`config.mk`:
```
export PLATFORM = sky130hd
export DESIGN_NAME = spr_device_flat
export DESIGN_NICKNAME = d
export VERILOG_FILES = /design/src/design/spr_pkg.sv /design/src/design/spr_if.sv /design/src/design/spr_device.sv /design/src/flat_wrapper.sv
export SDC_FILE = /design/constraint.sdc
export NUM_CORES = 2
export LEC_CHECK = 0
export BUFFER_PORTS_ARGS = -buffer_cell sky130_fd_sc_hd__buf_2
export CELL_PAD_IN_SITES_DETAIL_PLACEMENT = 0
export CELL_PAD_IN_SITES_GLOBAL_PLACEMENT = 1
export CORE_MARGIN = 8
export CORE_UTILIZATION = 55
export DETAILED_ROUTE_END_ITERATION = 12
export PLACE_DENSITY = 0.81
export SLEW_MARGIN = 20
export SYNTH_ARGS = -nofsm -noshare
export SYNTH_HDL_FRONTEND = slang
export SYNTH_SLANG_ARGS = --single-unit
```
`constraint.sdc`:
```
create_clock -name core_clk -period 4 [get_ports core_clk]
set_clock_uncertainty 0.15 [all_clocks]
set_input_delay 0.2 -clock core_clk [delete_from_list [all_inputs] [get_ports core_clk]]
set_output_delay 0.2 -clock core_clk [all_outputs]
set_load 0.05 [all_outputs]
```
`src/design/spr_pkg.sv`:
```
/*
 Shared constants for the serial register port: frame layout, register
 space size and the timing counts of both ends.
 Assumes a 100 MHz core clock at both ends.
*/
`default_nettype none
package spr_pkg;
  // Frame layout: one direction bit, seven address bits, eight data bits.
  localparam int          FRAME_BITS  = 16;
  localparam int          ADDR_W      = 7;
  localparam int          DATA_W      = 8;
  localparam int          REG_COUNT   = 128;
  localparam logic [4:0]  CNT_ADDR_END = 5'h07;
  localparam logic [4:0]  CNT_DATA_BEG = 5'h08;
  localparam logic [4:0]  CNT_LAST    = 5'h0f;
  localparam logic [4:0]  CNT_FULL    = 5'h10;
  localparam logic        DIR_WRITE   = 1'h0;
  localparam logic        DIR_READ    = 1'h1;

  // Core clock and serial clock made by the master.
  localparam int          CLK_MHZ       = 100;
  localparam int          CLK_PERIOD_NS = 10;
  localparam int          SCLK_PERIOD_NS = 160;
  localparam int          SCLK_HALF     = SCLK_PERIOD_NS / CLK_PERIOD_NS / 2;
  localparam logic [3:0]  DIV_LAST      = 4'(SCLK_HALF - 1);

  // Wait after reset before the first access, and spacing between accesses.
  localparam int          STARTUP_US     = 500;
  localparam int          STARTUP_CYCLES = STARTUP_US * CLK_MHZ;
  localparam int          MONITOR_KHZ    = 900;
  localparam int          CHARGER_KHZ    = 10;
  localparam int          GAP_CYCLES     = (CLK_MHZ * 1000 + CHARGER_KHZ - 1) / CHARGER_KHZ + 1;
  localparam int          WAIT_W         = 17;
endpackage : spr_pkg
`default_nettype wire

```
`src/design/spr_if.sv`:
```
/*
 Carrier between the master end and the register port end.
 Assumes the bench resolves the shared serial output from its enable.
*/
`timescale 1ns/1ps
`default_nettype none
interface spr_if;
  logic sclk;         // Serial clock, idle high, made by the master.
  logic portSelectN;  // Port select, active low.
  logic serialIn;     // Master to device data.
  logic serialOut;    // Device to master data.
  logic serialOutOe;  // High while the device drives serialOut.

  modport device (input sclk, input portSelectN, input serialIn,
                  output serialOut, output serialOutOe);
  modport host (output sclk, output portSelectN, output serialIn,
                input serialOut);
endinterface : spr_if
`default_nettype wire

```
`src/design/spr_device.sv`:
```
/*
 Register port end: a slave that gives the serial master access to 128
 eight-bit registers, plus a local write strobe and a local read port.
 Assumes every link pin is asynchronous to core_clk and that the master
 keeps sclk at most half the core clock rate. All registers clear to zero
 on reset. There is no decode of register kinds: a later write to one
 location simply replaces an earlier one, whatever its spacing.
*/
`timescale 1ns/1ps
`default_nettype none
module spr_device (
  input  wire logic                       core_clk,
  input  wire logic                       rstn,
  spr_if.device                           link,
  input  wire logic [spr_pkg::ADDR_W-1:0] lookAddr,
  output logic      [spr_pkg::DATA_W-1:0] lookData,
  output logic                            wrStrobe,
  output logic      [spr_pkg::ADDR_W-1:0] wrAddr,
  output logic      [spr_pkg::DATA_W-1:0] wrData
);
  import spr_pkg::*;

  // Port sequencer: idle while deselected, framing while selected, then
  // done until the select rises again.
  typedef enum logic [1:0] {DevIdle, DevFrame, DevDone} spr_dev_e;

  // All state of the port in one record: the synchroniser stages (the
  // third stage of clock and select feeds the edge finders), the frame
  // sequencer, the serial output side, the register space and the local
  // ports. Keeping the register space here trades a large flop record for
  // one simple next-state process.
  typedef struct packed {
    logic                                 sclkMeta;
    logic                                 sclkSync;
    logic                                 sclkLast;
    logic                                 selMeta;
    logic                                 selSync;
    logic                                 selLast;
    logic                                 sdiMeta;
    logic                                 sdiSync;
    spr_dev_e                             state;
    logic [4:0]                           bitCnt;
    logic [FRAME_BITS-1:0]                shiftIn;
    logic                                 isRead;
    logic [DATA_W-1:0]                    txShift;
    logic                                 serial_out;
    logic                                 sdoOe;
    logic [REG_COUNT-1:0][DATA_W-1:0]     mem;
    logic                                 wrStb;
    logic [ADDR_W-1:0]                    wrAddr;
    logic [DATA_W-1:0]                    wrData;
    logic [DATA_W-1:0]                    lookData;
  } spr_dev_s;

  // Frame fields; the commit path needs each of them twice.
  function automatic logic [ADDR_W-1:0] spr_addr_of(logic [FRAME_BITS-1:0] frame);
    return frame[FRAME_BITS-2:DATA_W];
  endfunction : spr_addr_of

  function automatic logic [DATA_W-1:0] spr_data_of(logic [FRAME_BITS-1:0] frame);
    return frame[DATA_W-1:0];
  endfunction : spr_data_of

  // Edge finders on a synchronised pin, older stage against newer stage.
  function automatic logic spr_rose(logic older, logic newer);
    return ~older & newer;
  endfunction : spr_rose

  function automatic logic spr_fell(logic older, logic newer);
    return older & ~newer;
  endfunction : spr_fell

  // Registered state and its next value.
  spr_dev_s q;
  spr_dev_s d;
  logic     sclkFall;
  logic     sclkRise;
  logic     selRise;
  logic     selected;
  logic [FRAME_BITS-1:0] nxtShift;

  // Edges are taken from the second and third stages only, so the first
  // stage of each synchroniser feeds nothing but the second.
  assign sclkFall = spr_fell(q.sclkLast, q.sclkSync);
  assign sclkRise = spr_rose(q.sclkLast, q.sclkSync);
  assign selRise  = spr_rose(q.selLast, q.selSync);
  assign selected = ~q.selSync;
  assign nxtShift = {q.shiftIn[FRAME_BITS-2:0], q.sdiSync};

  // Next-state logic for the whole port; the device never drives the clock
  // or the select, it only watches them.
  always_comb begin
    d          = q;
    // Three stages for clock and select, two for data; the data needs no
    // edge finder, so a third stage there would only add latency.
    d.sclkMeta = link.sclk;
    d.sclkSync = q.sclkMeta;
    d.sclkLast = q.sclkSync;
    d.selMeta  = link.portSelectN;
    d.selSync  = q.selMeta;
    d.selLast  = q.selSync;
    d.sdiMeta  = link.serialIn;
    d.sdiSync  = q.sdiMeta;

    d.wrStb    = 1'b0;
    // Local read port: one cycle from address to data.
    d.lookData = q.mem[lookAddr];

    // A high select wins over everything else, so a frame cut short can
    // never leave the output driven or a write half done.
    if (!selected || selRise) begin
      // Deselect throws away any partial frame and frees the output line.
      d.state   = DevIdle;
      d.bitCnt  = 5'h00;
      d.isRead  = 1'b0;
      d.sdoOe   = 1'b0;
      d.serial_out     = 1'b0;
    end else begin
      unique case (q.state)
        DevIdle: begin
          // Select has been seen low; wait for the first falling clock edge.
          d.state  = DevFrame;
          d.bitCnt = 5'h00;
          d.isRead = 1'b0;
        end
        DevFrame: begin
          // Input bits are taken on the falling edge only; a rise at most
          // moves the output.
          if (sclkFall) begin
            d.shiftIn = nxtShift;
            d.bitCnt  = q.bitCnt + 5'h01;
            if (q.bitCnt == CNT_ADDR_END) begin
              // Direction bit now sits above the seven address bits.
              d.isRead  = (nxtShift[ADDR_W] == DIR_READ);
              d.txShift = q.mem[nxtShift[ADDR_W-1:0]];
            end
            if (q.bitCnt == CNT_LAST) begin
              d.state = DevDone;
              if (!q.isRead) begin
                // Commit only when the sixteenth bit lands; a later write
                // to the same location simply overwrites an earlier one.
                d.mem[spr_addr_of(nxtShift)] = spr_data_of(nxtShift);
                d.wrStb  = 1'b1;
                d.wrAddr = spr_addr_of(nxtShift);
                d.wrData = spr_data_of(nxtShift);
              end
            end
          end else if (sclkRise && q.isRead && q.bitCnt >= CNT_DATA_BEG) begin
            // Output bits change only on the rise, so the master samples a
            // bit that has stood since three core cycles into the high half of the clock.
            d.serial_out     = q.txShift[DATA_W-1];
            d.txShift = {q.txShift[DATA_W-2:0], 1'b0};
            d.sdoOe   = 1'b1;
          end
        end
        DevDone: begin
          // Further clock edges are ignored until the select rises.
          d.state = DevDone;
        end
      endcase
    end
  end

  // Single state register; async reset loads constants only. The clock and
  // select stages start at their idle high level, so no false edge and no
  // false select follow the release of reset.
  always_ff @(posedge core_clk or negedge rstn) begin
    if (!rstn) begin
      q          <= '0;
      q.sclkMeta <= 1'b1;
      q.sclkSync <= 1'b1;
      q.sclkLast <= 1'b1;
      q.selMeta  <= 1'b1;
      q.selSync  <= 1'b1;
      q.selLast  <= 1'b1;
    end else begin
      q <= d;
    end
  end

  // Link pins; the enable falls once the select rises, so the shared line is
  // free whenever no frame runs.
  assign link.serialOut   = q.serial_out;
  assign link.serialOutOe = q.sdoOe;

  // Local ports, all straight from the state register.
  assign lookData         = q.lookData;
  assign wrStrobe         = q.wrStb;
  assign wrAddr           = q.wrAddr;
  assign wrData           = q.wrData;
endmodule : spr_device
`default_nettype wire

```
`src/flat_wrapper.sv`:
```
// flat-port wrapper written by rule: the top's interface ports become plain ports
module spr_device_flat import spr_pkg::*;
  (core_clk, rstn, lookAddr, lookData, wrStrobe, wrAddr, wrData, link_sclk, link_portSelectN, link_serialIn, link_serialOut, link_serialOutOe);
  spr_if link_i ();
  input  wire logic core_clk;
  input  wire logic rstn;
  input  wire logic [spr_pkg::ADDR_W-1:0] lookAddr;
  output logic      [spr_pkg::DATA_W-1:0] lookData;
  output logic wrStrobe;
  output logic      [spr_pkg::ADDR_W-1:0] wrAddr;
  output logic      [spr_pkg::DATA_W-1:0] wrData;
  input wire logic [$bits(link_i.sclk)-1:0] link_sclk;
  input wire logic [$bits(link_i.portSelectN)-1:0] link_portSelectN;
  input wire logic [$bits(link_i.serialIn)-1:0] link_serialIn;
  output wire logic [$bits(link_i.serialOut)-1:0] link_serialOut;
  output wire logic [$bits(link_i.serialOutOe)-1:0] link_serialOutOe;
  assign link_i.sclk = link_sclk;
  assign link_i.portSelectN = link_portSelectN;
  assign link_i.serialIn = link_serialIn;
  assign link_serialOut = link_i.serialOut;
  assign link_serialOutOe = link_i.serialOutOe;
  spr_device u_core (.core_clk(core_clk), .rstn(rstn), .link(link_i), .lookAddr(lookAddr), .lookData(lookData), .wrStrobe(wrStrobe), .wrAddr(wrAddr), .wrData(wrData));
endmodule
```
Word-level counts from Yosys, hierarchy flattened
Index checks and enable logic that the tools add are counted.

Add/sub/neg operators: 1. Muxes and demuxes: 24. Reductions and logical operators: 16. Bitwise operators: 8. Equal/unequal tests: 9. Magnitude comparators: 5.

Operator list (number): 1040-bit two-way mux (3); 1042-bit two-way mux (1); 1024-bit bitwise mux (1); 8-bit binary-select mux with 7-bit select (2); 8-bit demux with 7-bit select (1); 8-bit two-way mux (4); 7-bit by 8-bit less-than comparator with 1-bit output (second input constant) (3); 24-bit two-way mux (1); 16-bit two-way mux (1); 10-bit two-way mux (1); 5-bit case mux with 2 select lines (1); 9-bit two-way mux (1); 3-bit by 1-bit != test with 1-bit output (second input constant) (3); 3-bit AND reduction (3); 7-bit by 1-bit greater-or-equal comparator with 1-bit output (second input constant) (1); 7-bit two-way mux (1); 2-bit two-way mux (3); 2-bit case mux with 3 select lines (1); 2-bit nonzero test (3); 5-bit by 1-bit adder with 5-bit output (second input constant) (1); 5-bit by 3-bit equality test with 1-bit output (second input constant) (1); 5-bit by 4-bit equality test with 1-bit output (second input constant) (1); 5-bit by 4-bit greater-or-equal comparator with 1-bit output (second input constant) (1); 1-bit NOT (5); 13 further kinds (19).

Word-level logic and storage cells: 210. Output and inout bits: 26. Register bits: 1090. Bits of input ports: 12.

Logic depth before layout (Yosys ltp)
Depth in word-level cells: 10. Gate-level depth with buffers: 12. Mapped depth without buffers: 9.

Worst setup path after synthesis
No wires, ideal clock.

Path kind: register -> register. Start: reg u_core.q[1081] (netlist bit). End: reg with a tool-made name. Clock period less this slack: 2890 ps. Library setup time: 125 ps. Buffers on the path: 2. Data arrival time: 2616 ps. Path slack: 1110 ps. Stages on the path, launching flop included: 11. Data required time: 3725 ps. Cells stage by stage: dfrtp_1 -> inv_1 -> ha_1 -> and4bb_1 -> buf_4 -> nand3b_1 -> buf_2 -> nor3b_1 -> nand2_1 -> nor2_2 -> mux2_2.

RTL lines: start: declaration (line spr_device.sv:74) `spr_dev_s q;`.

Worst setup path in the final report
Start: reg u_core.q (netlist bit u_core.nxtShift[0]). End: reg u_core.q[1052] (netlist bit).

Word-level cells in the longest chain between the ends: 4.

RTL lines: 8-bit binary-select mux with 7-bit select (line spr_device.sv:135) `d.txShift = q.mem[nxtShift[ADDR_W-1:0]];`; 8-bit two-way mux (not written as such) (line spr_device.sv:135); 9-bit two-way mux (line spr_device.sv:132) `if (q.bitCnt == CNT_ADDR_END) begin`; 8-bit two-way mux (line spr_device.sv:129) `if (sclkFall) begin`.

Every way passes these cells. The select of a mux whose other input is x is not followed. A chain may end at the register's enable or synchronous reset.

==> out/qor.csv <==
metric,value,unit
status,"complete, no violations",
dr.pass1.iters,6,
worst_pin_slew,1.19,ns
ys_warn_count,0,
hold_class,input port to async pin,
irDropWorstVdd,0.462,mV
synth-seq-cells,1087,
setup_viol,0,
die_w,340,um
clkTransAtPathRegs,0.06,ns
drive_above_1_share,0.517,
start_util,0.555,
power.density,408,mW/mm^2
max_stage_delay,0.84,ns
antenna_found_initial,7,
wl,179000,um
finish.net_count,3929,
slowest_stage,dfrtp_4,
core,0.104,mm^2
path_cells,buf_4 -> nand2b_1 -> a211oi_1 -> a2111oi_1 -> nor4_1 -> buf_4 -> a211oi_1 -> a31o_2,
clkLatencyLatePin,0.73,ns
dpl.hpwl,121000,um
portBuffers,37,
cts.repair_timing.setup_buffer_count,0,
synth.cell_area,0.0576,mm^2
cts_buffer_depth,3,
path_delay_family,compound AO/OA/AOI/OAI gates,
grt_pass1_wl,268000,um
place_congestion,0.933,
setup_tns,0,ns
drtIter0Drc,4041,
overflow,0,
hold_viol,0,
synthesis.nets,3899,
fmax,253,MHz
critPathKind,flip-flop to flip-flop,
cts_sinks,1087,
maxCapViolations,0,
final_util,0.619,
slew_headroom,0.205,
area_growth_syn_to_layout,11.5,%
crit_buf_inv,2,
synth_flop_cell,dfrtp_1,
cts-root-buf,clkbuf_16,
vias_per_cell,6.98,
fin_total_pwr,0.0262,W
startpoint_type,flip-flop,
synth-seq-area-share,0.472,
synth_edf_count,0,
post_drt_wl_per_cell,33.2,um
synth_area_leader_cell,dfrtp_1,
crit_required,4.51,ns
cts_tree,yes,
avgSynthCellArea,14.8,um^2
grt_usage,0.310,
drv_slew,0,
grt_max_degree,97,
die_h,340,um
num_io_pins,38,
fin_crit_sh,0.990,
worstPathMaxFanout,25,
ys_types,66,
synth_top_area_share,0.470,
setup_slack,0.0399,ns
dpl_cell_area,0.0601,mm^2
nFillCells,7768,
num_rows,118,
grt_pass1_vias,37994,
antenna_left,0,
synthCells,3882,
synth.area.top_cells,"dfrtp_1 (47%), mux2_2 (20%), mux4_2 (20%)",
leakage,29.4,nW
cts_buffers,117,
htree_levels,3,
pre_cts_slack,-0.136,ns
arrival,4.47,ns
fin_crit,3.96,ns
rsz0062_at_grt,false,
end_kind,flip-flop,
num_vias,37637,
dieArea,0.115,mm^2
synth-async-reset-ratio,1.00,
drc_errors,0,
fin_area,0.0643,mm^2
[layout make-up]
cell class,count,area (um^2),share of cell area
Multi-Input combinational cell,2438,28900,0.449
Sequential cell,1087,27200,0.424
Clock buffer,177,3560,0.0555
Timing Repair Buffer,257,2350,0.0366
Tap cell,1380,1730,0.0269
Clock inverter,39,468,0.00728
Inverter,11,41.3,0.000643
Antenna cell,5,12.5,0.000195
[timing repair]
item,in CTS,in global routing
hold buffers,9,0
gates resized for setup,2,0
endpoints found under the hold margin,112,0
endpoints found under the setup margin,2,0
[path summary, 6_finish.rpt]
| path | startpoint | end | slack, ns | cells after the start |
|---|---|---|---|---|
| worst max-delay path | u_core.nxtShift[0] | u_core.q[1052] | 0.04 | 8 |
| worst min-delay path | rstn | async pin | 0.0009 | 2 |
| worst max register to register | u_core.nxtShift[0] | u_core.q[1052] | 0.04 | 8 |
| worst min register to register | u_core.d[1082] | u_core.nxtShift[0] | 0.20 | 0 |
| max in group asynchronous | rstn | async pin | 2.43 | 3 |
| min in group core_clk | lookAddr[2] | u_core.lookData[3] | 0.12 | 3 |
[per-layer routing]
layer  GRT usage  up-vias  wire length (um)  part of all wire
li1            -    15035                 -                 -
met1       0.434    20322             71900              0.40
met2       0.455     1820             80200              0.45
met3      0.0820      456             17600             0.098
met4       0.139        4              9560             0.053
met5           0        -                24           0.00013
[metrics by stage]
stage,hold slack [ns],cells
2_1_floorplan,-0.246,3882
3_3_place_gp,0.158,5164
3_5_place_dp,0.158,5164
4_1_cts,0.0415,5389
5_1_grt,0.0496,5389
6_report,0.000868,5394
[cells in the final DEF, fill, tap and decap left out, drive strengths merged, types with 14 or more instances in the layout]
master  netlist  layout
mux4        503     503
clkbuf      202     177
nand3        21      21
nor2        126     126
inv          11      14
nor2b        34      34
a21oi        29      29
buf         144     248
nand2       194     194
dfrtp      1082    1082
mux2i       169     169
clkinv        0      26
mux2       1037    1037
nor3         22      22
o22ai        62      62
o21ai        39      39
a221oi       14      14
a211oi       36      36
a211o        15      15
[synthesized netlist by cell type (39+ instances only)]
cell	n
dfrtp_1	1082
mux2i_1	169
mux2_2	1035
nor2_1	66
o22ai_1	62
mux4_2	503
clkbuf_1	201
nor2_2	60
buf_2	69
buf_4	45
nand2_1	194
o21ai_0	39
[logic make-up after synthesis]
group                      synth area share
muxes                                 0.428
and+or+nand+nor                      0.0388
adders and majority gates           0.00109
DFF                                   0.472
buffers and inverters                0.0282
AOI/OAI and AO/OA                    0.0314
[power by group]
part	internal [W]	switching [W]	total (W)	leakage, nW
clock network	0.00664	0.00465	0.0113	2.01
registers	0.0110	0.000242	0.0113	15.1
logic	0.00107	0.00258	0.00365	12.3
total	0.0187	0.00747	0.0262	29.4
[worst register-to-register path, stage by stage (launching register included)]
cell       delay, ns
dfrtp_4         0.84
buf_4           0.33
nand2b_1        0.39
a211oi_1        0.11
a2111oi_1       0.78
nor4_1          0.15
buf_4           0.21
a211oi_1        0.70
a31o_2          0.25
Power figures use the tool's default switching activity.
